==> config.mk <==
export PLATFORM = sky130hd
export DESIGN_NAME = adc_framed_serial_port
export DESIGN_NICKNAME = d
export VERILOG_FILES = /design/src/common/adc_port_pkg.sv /design/src/logic/adc_framed_serial_port.sv /design/src/logic/pin_sync.sv
export SDC_FILE = /design/constraint.sdc
export NUM_CORES = 1
export LEC_CHECK = 0
export BUFFER_PORTS_ARGS = -buffer_cell sky130_fd_sc_hd__buf_2
export CAP_MARGIN = 20
export CORE_ASPECT_RATIO = 1.4
export CORE_MARGIN = 2
export CORE_UTILIZATION = 59
export DETAILED_ROUTE_END_ITERATION = 7
export GPL_ROUTABILITY_DRIVEN = 0
export GPL_TIMING_DRIVEN = 1
export HOLD_SLACK_MARGIN = 0.06
export PLACE_DENSITY = 0.8
export SYNTH_ARGS = -nofsm -noshare
export SYNTH_HDL_FRONTEND = slang
export SYNTH_HIERARCHICAL = 1
export SYNTH_SLANG_ARGS = --single-unit
==> constraint.sdc <==
create_clock -name core_clk_i -period 7.1 [get_ports core_clk_i]
set_clock_uncertainty 0.2 [all_clocks]
set_input_delay 0.71 -clock core_clk_i [delete_from_list [all_inputs] [get_ports core_clk_i]]
set_output_delay 0.71 -clock core_clk_i [all_outputs]
set_load 0.005 [all_outputs]
==> src/common/adc_port_pkg.sv <==
`default_nettype none
package adc_port_pkg;
    // frame and control word layout
    localparam int CTRL_W = 5;
    localparam int CH_W = 3;
    localparam int RESULT_W = 12;
    localparam int FRAME_W = 16;
    localparam int CTRL_CH_MSB = 4;
    localparam int CTRL_CH_LSB = 2;
    localparam int CTRL_SOFT_CONVERT_BIT_POS = 1;
    localparam logic [2:0] LOAD_EDGE_IDX = 3'h5;
    localparam logic [2:0] DATA_EDGES = 3'h5;
    localparam logic [4:0] LAST_SHIFT = 5'h0F;
    // timing: core clock, master clock and conversion length
    localparam int CORE_CLK_HZ = 50_000_000;
    localparam int MCLK_DIV = 2;
    localparam int SOFT_CONVERT_BIT_HALF_MCLK = 29;
    localparam int SOFT_CONVERT_BIT_CYCLES_DEF = SOFT_CONVERT_BIT_HALF_MCLK * MCLK_DIV / 2;
    localparam int SCLK_HZ = 2_500_000;
    localparam int SCLK_HALF_DEF = CORE_CLK_HZ / (2 * SCLK_HZ);
    localparam int SETTLE_NS = 2000;
    localparam logic [15:0] SETTLE_RST = 16'(SETTLE_NS / (1_000_000_000 / CORE_CLK_HZ));
    // register map, byte addresses
    localparam int AXI_AW = 8;
    localparam logic [7:0] REG_CTRL = 8'h00;
    localparam logic [7:0] REG_SAMPLE = 8'h04;
    localparam logic [7:0] REG_SETTLE = 8'h08;
    localparam logic [7:0] REG_STATUS = 8'h0C;
    localparam logic [7:0] REG_RESULT = 8'h10;
    localparam logic [1:0] RESP_OKAY = 2'h0;
    localparam logic [1:0] RESP_SLVERR = 2'h2;

    // pins sampled from outside the core clock domain
    typedef struct packed {
        logic serial_mode_select;
        logic sclk;
        logic rfs_n;
        logic wfs_n;
        logic din;
        logic hw_convert_start_n_n;
    } pins_t;
    localparam pins_t PINS_IDLE = '{serial_mode_select: 1'b0, sclk: 1'b1, rfs_n: 1'b1, wfs_n: 1'b1,
                                    din: 1'b0, hw_convert_start_n_n: 1'b1};

    typedef struct packed {
        logic lead;
        logic [CH_W-1:0] ch;
        logic [RESULT_W-1:0] result;
    } frame_t;
endpackage : adc_port_pkg
`default_nettype wire

==> src/logic/adc_framed_serial_port.sv <==
// How it works
// - results leave on data out during reads; serial writes fill the control register
// - pending conversion starts and hold wait until the settling pulse ends
// - settling pulse rises on write frame fall, times out from sixth falling clock
// - every control write restarts the settling pulse
// - mode pin low makes us master driving serial clock and read frame sync
// - master: conversion end pulls read frame low and enables clock and data
// - frame is a zero, three channel bits, twelve result bits MSB first
// - output bits change on rising clock, stable at the next falling edge
// - master holds read frame low sixteen clocks, ends it on sixteenth rise
// - master: write frame low starts our serial clock for the write
// - only the first five written bits are kept, later bits ignored
// - control write takes effect after six serial clocks
// - mode pin high makes us slave with clock and read frame as inputs
// - slave: zero driven at frame fall if clock high, else at next rise
// - slave: data released on first rising clock or rising read frame after read
// - a result finished during a read is loaded after the frame ends
// - the soft convert bit in a write starts a conversion after settling
// - hardware start holds the track/hold on the start input's rising edge
// - conversion lasts fourteen and a half master clocks before the output load
//
// Our own choices: the register offsets and the AXI4-Lite slave port.
`default_nettype none
module adc_framed_serial_port
    import adc_port_pkg::*;
#(
    parameter int SCLK_HALF = SCLK_HALF_DEF,
    parameter int SOFT_CONVERT_BIT_CYCLES = SOFT_CONVERT_BIT_CYCLES_DEF
) (
    input wire logic core_clk_i,
    input wire logic rst_i,
    input wire logic [AXI_AW-1:0] s_axi_awaddr_i,
    input wire logic s_axi_awvalid_i,
    output logic s_axi_awready_o,
    input wire logic [31:0] s_axi_wdata_i,
    input wire logic [3:0] s_axi_wstrb_i,
    input wire logic s_axi_wvalid_i,
    output logic s_axi_wready_o,
    output logic [1:0] s_axi_bresp_o,
    output logic s_axi_bvalid_o,
    input wire logic s_axi_bready_i,
    input wire logic [AXI_AW-1:0] s_axi_araddr_i,
    input wire logic s_axi_arvalid_i,
    output logic s_axi_arready_o,
    output logic [31:0] s_axi_rdata_o,
    output logic [1:0] s_axi_rresp_o,
    output logic s_axi_rvalid_o,
    input wire logic s_axi_rready_i,
    input wire logic serial_mode_select_i,
    input wire logic sclk_i,
    output logic sclk_o,
    output logic sclk_oe_o,
    input wire logic read_frame_sync_n_i,
    output logic read_frame_sync_n_o,
    output logic read_frame_sync_n_oe_o,
    input wire logic write_frame_sync_n_i,
    input wire logic data_in_i,
    output logic data_out_o,
    output logic data_out_oe_o,
    input wire logic hw_convert_start_n_i,
    output logic settle_delay_cap_pin_o,
    output logic track_hold_o,
    output logic [CH_W-1:0] channel_select_o
);
    pins_t raw, sy, prev_r;
    logic [$bits(pins_t)-1:0] sy_bits;
    logic master, sclk_r, sclk_oe_r, run, m_tick, sclk_rise, sclk_fall;
    logic [15:0] div_r;
    logic [2:0] wr_cnt_r;
    logic [CTRL_W-1:0] ctrl_sh_r, ctrl_r;
    logic ld6, wfs_fall, settle_act_r, timing_r;
    logic [15:0] settle_cnt_r, settle_cfg_r;
    logic hw_start, soft_start, pend_r, go, busy_r, hold_r, done, load_pend_r, load;
    logic [15:0] soft_convert_bit_cnt_r;
    logic [RESULT_W-1:0] sample_r, held_r;
    frame_t out_r;
    logic rd_act_r, rd_busy, wait_r, dout_r, doe_r, rfs_o_r, rfs_oe_r;
    logic [FRAME_W-1:0] sh_r;
    logic [4:0] rd_cnt_r;
    logic aw_got_r, w_got_r, awready_r, wready_r, bvalid_r, arready_r, rvalid_r;
    logic [1:0] bresp_r, rresp_r;
    logic [AXI_AW-1:0] awa_r;
    logic [31:0] wd_r, rdata_r;
    logic [3:0] ws_r;
    logic wr_fire;

    function automatic logic mapped(input logic [AXI_AW-1:0] a);
        mapped = (a == REG_CTRL) || (a == REG_SAMPLE) || (a == REG_SETTLE) ||
                 (a == REG_STATUS) || (a == REG_RESULT);
    endfunction : mapped

    function automatic logic [31:0] merge(input logic [31:0] old, input logic [31:0] nw,
                                          input logic [3:0] strb);
        merge = old;
        for (int b = 0; b < 4; b++) begin
            if (strb[b]) begin
                merge[8*b +: 8] = nw[8*b +: 8];
            end
        end
    endfunction : merge

    // pin inputs cross into the core clock domain
    assign raw.serial_mode_select = serial_mode_select_i;
    assign raw.sclk = sclk_i;
    assign raw.rfs_n = read_frame_sync_n_i;
    assign raw.wfs_n = write_frame_sync_n_i;
    assign raw.din = data_in_i;
    assign raw.hw_convert_start_n_n = hw_convert_start_n_i;
    pin_sync #(.W($bits(pins_t)), .RST_VAL(PINS_IDLE)) u_sync (
        .core_clk_i(core_clk_i),
        .rst_i(rst_i),
        .d_i(raw),
        .q_o(sy_bits)
    );
    assign sy = pins_t'(sy_bits);

    always_ff @(posedge core_clk_i or posedge rst_i) begin
        if (rst_i) begin
            prev_r <= PINS_IDLE;
        end else begin
            prev_r <= sy;
        end
    end

    assign master = !sy.serial_mode_select;

    // master serial clock: idles high so the first edge of a frame is a fall
    assign run = master && (rd_act_r || !sy.wfs_n);
    assign m_tick = run && (div_r == 16'(SCLK_HALF - 1));
    always_ff @(posedge core_clk_i or posedge rst_i) begin
        if (rst_i) begin
            div_r <= 16'h0000;
            sclk_r <= 1'b1;
            sclk_oe_r <= 1'b0;
        end else begin
            sclk_oe_r <= master;
            if (!run) begin
                div_r <= 16'h0000;
                sclk_r <= 1'b1;
            end else if (m_tick) begin
                div_r <= 16'h0000;
                sclk_r <= !sclk_r;
            end else begin
                div_r <= div_r + 16'h0001;
            end
        end
    end
    assign sclk_rise = master ? (m_tick && !sclk_r) : (sy.sclk && !prev_r.sclk);
    assign sclk_fall = master ? (m_tick && sclk_r) : (!sy.sclk && prev_r.sclk);

    // control write: five bits shifted, loaded on the sixth falling edge
    assign wfs_fall = !sy.wfs_n && prev_r.wfs_n;
    assign ld6 = sclk_fall && !sy.wfs_n && (wr_cnt_r == LOAD_EDGE_IDX);
    always_ff @(posedge core_clk_i or posedge rst_i) begin
        if (rst_i) begin
            wr_cnt_r <= 3'h0;
            ctrl_sh_r <= '0;
            ctrl_r <= '0;
        end else if (wfs_fall) begin
            wr_cnt_r <= 3'h0;
        end else if (sclk_fall && !sy.wfs_n && (wr_cnt_r <= LOAD_EDGE_IDX)) begin
            wr_cnt_r <= wr_cnt_r + 3'h1;
            if (wr_cnt_r < DATA_EDGES) begin
                ctrl_sh_r <= {ctrl_sh_r[CTRL_W-2:0], sy.din};
            end
            if (ld6) begin
                ctrl_r <= ctrl_sh_r;
            end
        end
    end

    // settling pulse; a fresh write frame always restarts it
    always_ff @(posedge core_clk_i or posedge rst_i) begin
        if (rst_i) begin
            settle_act_r <= 1'b0;
            timing_r <= 1'b0;
            settle_cnt_r <= 16'h0000;
        end else if (wfs_fall) begin
            settle_act_r <= 1'b1;
            timing_r <= 1'b0;
        end else if (ld6) begin
            timing_r <= 1'b1;
            settle_cnt_r <= settle_cfg_r;
        end else if (timing_r) begin
            if (settle_cnt_r == 16'h0000) begin
                settle_act_r <= 1'b0;
                timing_r <= 1'b0;
            end else begin
                settle_cnt_r <= settle_cnt_r - 16'h0001;
            end
        end
    end

    // conversion: starts queue while settling or converting, a running conversion is never cut short by a new start
    assign hw_start = sy.hw_convert_start_n_n && !prev_r.hw_convert_start_n_n;
    assign soft_start = ld6 && ctrl_sh_r[CTRL_SOFT_CONVERT_BIT_POS];
    assign go = pend_r && !settle_act_r && !busy_r;
    assign done = busy_r && (soft_convert_bit_cnt_r == 16'(SOFT_CONVERT_BIT_CYCLES - 1));
    always_ff @(posedge core_clk_i or posedge rst_i) begin
        if (rst_i) begin
            pend_r <= 1'b0;
            busy_r <= 1'b0;
            hold_r <= 1'b0;
            soft_convert_bit_cnt_r <= 16'h0000;
            held_r <= '0;
        end else begin
            pend_r <= hw_start || soft_start || (pend_r && !go);
            if (go) begin
                busy_r <= 1'b1;
                hold_r <= 1'b1;
                soft_convert_bit_cnt_r <= 16'h0000;
                held_r <= sample_r;
            end else if (done) begin
                busy_r <= 1'b0;
                hold_r <= 1'b0;
            end else if (busy_r) begin
                soft_convert_bit_cnt_r <= soft_convert_bit_cnt_r + 16'h0001;
            end
        end
    end

    // output register load is deferred while a read frame is open
    assign rd_busy = master ? rd_act_r : !sy.rfs_n;
    assign load = load_pend_r && !rd_busy;
    always_ff @(posedge core_clk_i or posedge rst_i) begin
        if (rst_i) begin
            load_pend_r <= 1'b0;
            out_r <= '0;
        end else begin
            load_pend_r <= done || (load_pend_r && !load);
            if (load) begin
                out_r <= '{lead: 1'b0, ch: ctrl_r[CTRL_CH_MSB:CTRL_CH_LSB],
                           result: held_r};
            end
        end
    end

    // read frame shifter, shared by both modes
    always_ff @(posedge core_clk_i or posedge rst_i) begin
        if (rst_i) begin
            rd_act_r <= 1'b0;
            wait_r <= 1'b0;
            sh_r <= '0;
            rd_cnt_r <= 5'h00;
            dout_r <= 1'b0;
            doe_r <= 1'b0;
            rfs_o_r <= 1'b1;
            rfs_oe_r <= 1'b0;
        end else begin
            rfs_oe_r <= master;
            if (master && load) begin
                rd_act_r <= 1'b1;
                rfs_o_r <= 1'b0;
                doe_r <= 1'b1;
                wait_r <= 1'b0;
                sh_r <= FRAME_W'({1'b0, ctrl_r[CTRL_CH_MSB:CTRL_CH_LSB], held_r});
                dout_r <= 1'b0;
                rd_cnt_r <= 5'h00;
            end else if (!master && !sy.rfs_n && prev_r.rfs_n) begin
                rd_act_r <= 1'b1;
                sh_r <= out_r;
                dout_r <= 1'b0;
                rd_cnt_r <= 5'h00;
                doe_r <= sy.sclk;
                wait_r <= !sy.sclk;
            end else if (!master && sy.rfs_n && !prev_r.rfs_n) begin
                rd_act_r <= 1'b0;
                doe_r <= 1'b0;
                wait_r <= 1'b0;
            end else if (rd_act_r && sclk_rise) begin
                if (wait_r) begin
                    wait_r <= 1'b0;
                    doe_r <= 1'b1;
                end else if (rd_cnt_r == LAST_SHIFT) begin
                    rd_act_r <= 1'b0;
                    doe_r <= 1'b0;
                    rfs_o_r <= 1'b1;
                end else begin
                    sh_r <= {sh_r[FRAME_W-2:0], 1'b0};
                    dout_r <= sh_r[FRAME_W-2];
                    rd_cnt_r <= rd_cnt_r + 5'h01;
                end
            end else if (!master && !rd_act_r) begin
                doe_r <= 1'b0;
            end
        end
    end

    // bus write side: address and data taken in either order
    assign wr_fire = aw_got_r && w_got_r && !bvalid_r;
    always_ff @(posedge core_clk_i or posedge rst_i) begin
        if (rst_i) begin
            aw_got_r <= 1'b0;
            w_got_r <= 1'b0;
            awready_r <= 1'b1;
            wready_r <= 1'b1;
            bvalid_r <= 1'b0;
            bresp_r <= RESP_OKAY;
            awa_r <= '0;
            wd_r <= 32'h0000_0000;
            ws_r <= 4'h0;
        end else begin
            if (awready_r && s_axi_awvalid_i) begin
                aw_got_r <= 1'b1;
                awa_r <= s_axi_awaddr_i;
                awready_r <= 1'b0;
            end
            if (wready_r && s_axi_wvalid_i) begin
                w_got_r <= 1'b1;
                wd_r <= s_axi_wdata_i;
                ws_r <= s_axi_wstrb_i;
                wready_r <= 1'b0;
            end
            if (wr_fire) begin
                aw_got_r <= 1'b0;
                w_got_r <= 1'b0;
                bvalid_r <= 1'b1;
                bresp_r <= mapped(awa_r) ? RESP_OKAY : RESP_SLVERR;
            end else if (bvalid_r && s_axi_bready_i) begin
                bvalid_r <= 1'b0;
                awready_r <= 1'b1;
                wready_r <= 1'b1;
            end
        end
    end

    // writable registers: sample value fed to the converter, settling count
    always_ff @(posedge core_clk_i or posedge rst_i) begin
        if (rst_i) begin
            sample_r <= '0;
            settle_cfg_r <= SETTLE_RST;
        end else if (wr_fire && awa_r == REG_SAMPLE) begin
            sample_r <= RESULT_W'(merge(32'(sample_r), wd_r, ws_r));
        end else if (wr_fire && awa_r == REG_SETTLE) begin
            settle_cfg_r <= 16'(merge(32'(settle_cfg_r), wd_r, ws_r));
        end
    end

    // bus read side; status bits are a live view of the block
    always_ff @(posedge core_clk_i or posedge rst_i) begin
        if (rst_i) begin
            arready_r <= 1'b1;
            rvalid_r <= 1'b0;
            rdata_r <= 32'h0000_0000;
            rresp_r <= RESP_OKAY;
        end else if (arready_r && s_axi_arvalid_i) begin
            arready_r <= 1'b0;
            rvalid_r <= 1'b1;
            rresp_r <= mapped(s_axi_araddr_i) ? RESP_OKAY : RESP_SLVERR;
            case (s_axi_araddr_i)
                REG_CTRL: rdata_r <= 32'(ctrl_r);
                REG_SAMPLE: rdata_r <= 32'(sample_r);
                REG_SETTLE: rdata_r <= 32'(settle_cfg_r);
                REG_STATUS: rdata_r <= 32'({rd_act_r, load_pend_r, hold_r, busy_r,
                                            pend_r, settle_act_r, master});
                REG_RESULT: rdata_r <= 32'(out_r);
                default: rdata_r <= 32'h0000_0000;
            endcase
        end else if (rvalid_r && s_axi_rready_i) begin
            rvalid_r <= 1'b0;
            arready_r <= 1'b1;
        end
    end

    assign s_axi_awready_o = awready_r;
    assign s_axi_wready_o = wready_r;
    assign s_axi_bvalid_o = bvalid_r;
    assign s_axi_bresp_o = bresp_r;
    assign s_axi_arready_o = arready_r;
    assign s_axi_rvalid_o = rvalid_r;
    assign s_axi_rdata_o = rdata_r;
    assign s_axi_rresp_o = rresp_r;
    assign sclk_o = sclk_r;
    assign sclk_oe_o = sclk_oe_r;
    assign read_frame_sync_n_o = rfs_o_r;
    assign read_frame_sync_n_oe_o = rfs_oe_r;
    assign data_out_o = dout_r;
    assign data_out_oe_o = doe_r;
    assign settle_delay_cap_pin_o = settle_act_r;
    assign track_hold_o = hold_r;
    assign channel_select_o = ctrl_r[CTRL_CH_MSB:CTRL_CH_LSB];
endmodule : adc_framed_serial_port
`default_nettype wire

==> src/logic/pin_sync.sv <==
`default_nettype none
module pin_sync #(
    parameter int W = 1,
    parameter logic [W-1:0] RST_VAL = '0
) (
    input wire logic core_clk_i,
    input wire logic rst_i,
    input wire logic [W-1:0] d_i,
    output var logic [W-1:0] q_o
);
    logic [W-1:0] s1_r;
    logic [W-1:0] s2_r;
    logic [W-1:0] s3_r;

    // three stages; a bit only moves once stages two and three agree
    always_ff @(posedge core_clk_i or posedge rst_i) begin
        if (rst_i) begin
            s1_r <= RST_VAL;
            s2_r <= RST_VAL;
            s3_r <= RST_VAL;
            q_o <= RST_VAL;
        end else begin
            s1_r <= d_i;
            s2_r <= s1_r;
            s3_r <= s2_r;
            for (int i = 0; i < W; i++) begin
                if (s2_r[i] == s3_r[i]) begin
                    q_o[i] <= s3_r[i];
                end
            end
        end
    end
endmodule : pin_sync
`default_nettype wire

After elaboration in Yosys (flattened, before gate mapping)
Cells that the tools add are included.

operators by class
  add/subtract/negate cells = 5
  bitwise operators = 2
  muxes and demuxes = 84
  $lt $le $gt $ge = 2
  reduce and logical (&&, ||, !) cells = 93
  equal/unequal tests = 30

operator list
  cell                                                                    count
  16-bit two-way mux                                                      8
  15-bit two-way mux                                                      6
  16-bit case mux with 5 select lines                                     1
  1-bit two-way mux                                                       59
  1-bit logical AND                                                       34
  16-bit by 1-bit adder with 16-bit output, second input constant         2
  8-bit by 4-bit equality test with 1-bit output, second input constant   4
  5-bit two-way mux                                                       6
  2-bit nonzero test                                                      12
  3-bit AND reduction                                                     7
  16-bit by 4-bit equality test with 1-bit output, second input constant  1
  16-bit by 5-bit equality test with 1-bit output, second input constant  1
  8-bit by 3-bit equality test with 1-bit output, second input constant   2
  8-bit by 5-bit equality test with 1-bit output, second input constant   2
  16-bit logical NOT                                                      1
  8-bit logical NOT                                                       2
  16-bit by 1-bit subtractor with 16-bit output, second input constant    1
  1-bit logical NOT                                                       15
  1-bit logical OR                                                        12
  2-bit != test, second input constant                                    4
  2-bit AND reduction                                                     4
  4-bit nonzero test                                                      2
  1-bit equality test                                                     6
  3-bit two-way mux                                                       2
  17 further kinds                                                        22

word-level totals
  bits in registers = 245
  logic and storage cells = 269

Longest topological paths before layout
  word-level depth = 11
  gate-level depth with buffers = 9
  gate-level depth less buffers = 7

Cells and area by module
Netlist, hierarchy kept.

by module, submodules not included
  module                  cells each  area an instance (um^2)  times used
  adc_framed_serial_port  884         9696.8                   1
  pin_sync                31          691.9                    1

Worst setup path after synthesis
OpenSTA, ideal clock, no wires.

  kind = input to register
  start point = input port s_axi_araddr_i[1]
  end point = register rdata_r[3], in the netlist s_axi_rdata_o[3]
  required time = 6.832 ns
  path buffers = 2
  stages = 7
  arrival time = 2.194 ns
  path slack = 4.638 ns
  path through = or4_1 > buf_2 > nor4_4 > buf_2 > a22oi_1 > nand3_1 > a22o_1

on the way
  longest elaborated chain between the ends = 2

RTL lines
  item                                                                    RTL line                       RTL
  start: declaration                                                      adc_framed_serial_port.sv:42   input wire logic [AXI_AW-1:0] s_axi_araddr_i,
  8-bit by 5-bit equality test with 1-bit output (tied with other cells)  adc_framed_serial_port.sv:350  case (s_axi_araddr_i)
  16-bit case mux with 5 select lines *                                   adc_framed_serial_port.sv:350
  end signal: assignment                                                  adc_framed_serial_port.sv:351  REG_CTRL: rdata_r <= 32'(ctrl_r);
  end signal: assignment                                                  adc_framed_serial_port.sv:352  REG_SAMPLE: rdata_r <= 32'(sample_r);
  end signal: assignment                                                  adc_framed_serial_port.sv:353  REG_SETTLE: rdata_r <= 32'(settle_cfg_r);
  end: declaration                                                        adc_framed_serial_port.sv:83   logic [31:0] wd_r, rdata_r;

Mark *: on every way between the ends. The rest lies on a longest branch, timed or not.
A chain may end at the register's enable or synchronous reset.

Worst setup path after layout
  start point = register rd_cnt_r[0]
  end point = register sh_r[12]

on the way
  longest elaborated chain between the ends = 3

RTL lines
  item                                            RTL line                       RTL
  start: declaration                              adc_framed_serial_port.sv:79   logic [4:0] rd_cnt_r;
  start signal: assignment                        adc_framed_serial_port.sv:281  rd_cnt_r <= rd_cnt_r + 5'h01;
  5-bit by 4-bit equality test with 1-bit output  adc_framed_serial_port.sv:274  end else if (rd_cnt_r == LAST_SHIFT) begin
  3-bit != test (no source line)                  -
  4-bit AND reduction (no source line)            -
  end signal: assignment                          adc_framed_serial_port.sv:256  sh_r <= FRAME_W'({1'b0, ctrl_r[CTRL_CH_MSB:CTRL_CH_LSB], held_r});
  end signal: assignment                          adc_framed_serial_port.sv:261  sh_r <= out_r;
  end signal: assignment                          adc_framed_serial_port.sv:279  sh_r <= {sh_r[FRAME_W-2:0], 1'b0};
  end: declaration                                adc_framed_serial_port.sv:78   logic [FRAME_W-1:0] sh_r;

No other way between the ends.

==> flow_metrics.py <==
metrics = {
    "sta": {
        "slew_headroom_pct": 24.7,
        "worst_slew_pin_slew_ns": 1.12,
        "hold_viol_final": 0,
        "min_period_over_period_pct": 44.6,
        "rsz0062_at_grt": "no",
        "max_freq_mhz": 316,
        "setup_slack_ns": 3.93,
        "final-setup-viol-count": 0,
        "period_needed_ns": 3.17,
        "tns_ns": 0,
        "report.final.slew_viol_count": 0,
        "whs_ns": 0.104,
    },
    "global_routing": {
        "grt_pass1_vias": 7505,
        "grt_usage_pct": 25.2,
        "grt_pass1_wl_um": 37500,
        "antenna_found_initial": 0,
        "grt_overflow_total": 0,
        "grt_max_degree": 127,
    },
    "pwr": {
        "leakagePower_nw": 5.29,
        "powerDensity_nw_per_um2": 289,
        "ir_drop_v": 0.000267,
    },
    "setup_path": {
        "crit_fanout": 14,
        "cp.required_ns": 7.29,
        "worstReg2RegStart": "rd_cnt_r[0]",
        "crit_path_end_kind": "flip-flop",
        "cp_top_family": "compound AO/OA/AOI/OAI gates",
        "path_common_cell": "ha_1",
        "max_stage_delay_ns": 0.91,
        "reg2reg_slack_ns": 3.93,
        "crit_arrival_ns": 3.35,
        "crit_type": "flip-flop to flip-flop",
        "crit_buf_inv": 0,
        "start_kind": "flip-flop",
        "crit_path_cell_trace": "ha_1 > and3_1 > ha_1 > or3_1 > o21ai_1 > mux2_2",
        "crit_path_top_delay_cell": "o21ai_1",
        "crit_start": "rd_cnt_r[0]",
    },
    "floorplanning": {
        "core-area_um2": 17300,
        "num_rows": 57,
        "die_h_um": 161,
        "pin_count": 117,
        "dieArea_um2": 18700,
        "initial_core_util_pct": 59.9,
        "fp.dieW_um": 116,
    },
    "clock_tree": {
        "cts_tree": "done",
        "cts_resized": 0,
        "numCtsBuffers": 22,
        "clk_latency_ns": 0.51,
        "post-cts-setup-buffers": 0,
        "clk_pin_slew_ns": 0.06,
        "cts_hold_buffers": 0,
        "htree_levels": 1,
        "cts_sinks": 227,
        "cts_root_buffer": "clkbuf_16",
        "clockBufferDepth": 3,
    },
    "placed_design": {
        "pre_cts_ws_ns": 3.82,
        "port_buffers": 80,
        "dp_hpwl_um": 15600,
        "postPlaceCellArea_um2": 10900,
    },
    "hold_path": {
        "hp-start": "read_frame_sync_n_i",
        "hold_class": "input port to flip-flop",
    },
    "routing": {
        "vias": 7424,
        "ant_nets": 0,
        "drtIter0Drc": 522,
        "totalWireLength_um": 22900,
        "wl_per_cell_um": 18.5,
        "drc_errors": 0,
        "dr.pass1.iters": 5,
        "vias_per_cell": 6.02,
    },
    "cells_and_area": {
        "drive_gt1_share_pct": 26.6,
        "area_growth_pct": 11.5,
        "fin_area_um2": 11600,
        "antennaDiodeCount": 0,
        "n_fill_cell": 1327,
        "final_net_count": 1057,
        "postLayoutCoreUtil_pct": 66.8,
    },
    "yosys": {
        "synth_warnings": 6,
        "avgSynthCellArea_um2": 11.4,
        "ys_seq_area_share_pct": 55.0,
        "synthDistinctLibCells": 70,
        "synth_top_flop_cell": "dfrtp_1",
        "yosys_register_bits": 227,
        "synthCells": 915,
        "synth_area_um2": 10400,
        "async_reset_ff_share_pct": 100,
        "synth_edf_count": 0,
    },
    "status": {
        "status": "complete, no violations",
    },
    "job": {
        "maxCapViolations": 0,
    },
}
-- path summary, 6_finish.rpt --
path,endpoint,cells past startpoint
max,sh_r[12],6
min,u_sync/s1_r[3],1
max reg2reg,sh_r[12],6
min reg2reg,u_sync/s2_r[3],0
max in group asynchronous,ctrl_r[1],3
min in group asynchronous,rd_cnt_r[0],2
-- power by group --
| group | internal (mW) | switching, mW |
|---|---|---|
| Sequential | 1.52 | 0.181 |
| Combinational | 0.241 | 0.268 |
| Clock | 0.662 | 0.482 |
| Total | 2.42 | 0.930 |
-- cells in the mapped netlist (8+ instances only) --
master    number  area [um2]
a211oi_1      13        97.6
a21oi_1       19        95.1
a22oi_1       17         128
a31oi_1       15        93.8
and3_1         8        50.1
buf_2         10        50.1
buf_4         24         180
clkbuf_1      25        93.8
dfrtp_1      199        4980
dfstp_2       28         736
ha_1          10         125
inv_1         22        82.6
mux2_2        88         991
mux2i_1        9        90.1
nand2_1      107         402
nand3_1       37         185
nand4_1       16         100
nor2_1        44         165
nor3_1        11        55.1
nor4_1         9        56.3
o21ai_0       39         195
or3_1         12        75.1
or4_1         12        90.1
xor2_1        18         158
-- state kept, by name, summed over array words and instances, names as in the netlist, 3 cells and up --
signal	count
rd_cnt_r	5
settle_cnt_r	16
wr_cnt_r	3
out_r	15
s_axi_rdata_o	16
ctrl_sh_r	5
ctrl_r	5
wd_r	16
prev_r	4
settle_cfg_r	16
u_sync/s1_r	6
u_sync/s3_r	6
u_sync/s2_r	6
sample_r	12
div_r	16
held_r	12
u_sync/q_o	6
awa_r	8
sh_r	15
soft_convert_bit_cnt_r	16
-- kinds of logic after synthesis --
group	count (synthesis)	synth area share [%]
and+or+nand+nor	305	15.9
DFF	227	55.0
AOI/OAI and AO/OA	161	10.7
other	1	0.0361
xor gates and xnor gates	25	2.11
buffers and inverters	83	4.06
muxes	97	10.4
adders and majority gates	16	1.85
-- layer usage --
layer / global-route usage (%) / up-vias / wire length, um
li1: - / 3425 / -
met1: 33.2 / 3687 / 9020
met2: 42.7 / 259 / 11800
met3: 3.15 / 53 / 1210
met4: 9.15 / 0 / 836
met5: 0 / - / 0
-- metrics by stage --
stage / power, mW / cells
after floorplan: 2.05 / 932
after global placement: 2.19 / 1193
after detailed placement: 2.22 / 1193
after CTS: 3.37 / 1232
after global routing: 3.51 / 1233
final: 3.35 / 1233
-- placed cells by master (no fill, tap or decap), types with 6 or more instances in the layout --
cell,netlist,routed
clkbuf_16,0,23
a22o_1,7,7
nor2_1,44,44
o31ai_1,7,7
nor3_1,11,10
nand2b_1,7,7
inv_1,22,21
dfstp_2,28,28
a22oi_1,17,17
ha_1,10,10
buf_2,10,80
dfrtp_1,199,199
conb_1,1,18
buf_4,24,7
nand4_1,16,16
a21oi_1,19,19
and2_1,7,7
nand3_1,37,37
clkbuf_1,25,6
or4_1,12,12
nor4_1,9,9
o21ai_0,39,39
a31oi_1,15,15
maj3_2,6,6
or3_1,12,12
mux2i_1,9,9
xor2_1,18,18
xnor2_1,7,7
and3_1,8,8
a211oi_1,13,13
mux2_2,88,88
nand2_1,107,107
-- layout make-up --
cell class	instances	area (um2)	area share, %
repair buffers	87	453	3.91
flip-flops and latches	227	5720	49.4
inverters	22	90.1	0.778
clock buffers	32	639	5.52
well taps	236	295	2.55
clock inverters	7	67.6	0.583
multi-input cells	622	4320	37.3
(Power assumes the default switching activity.)
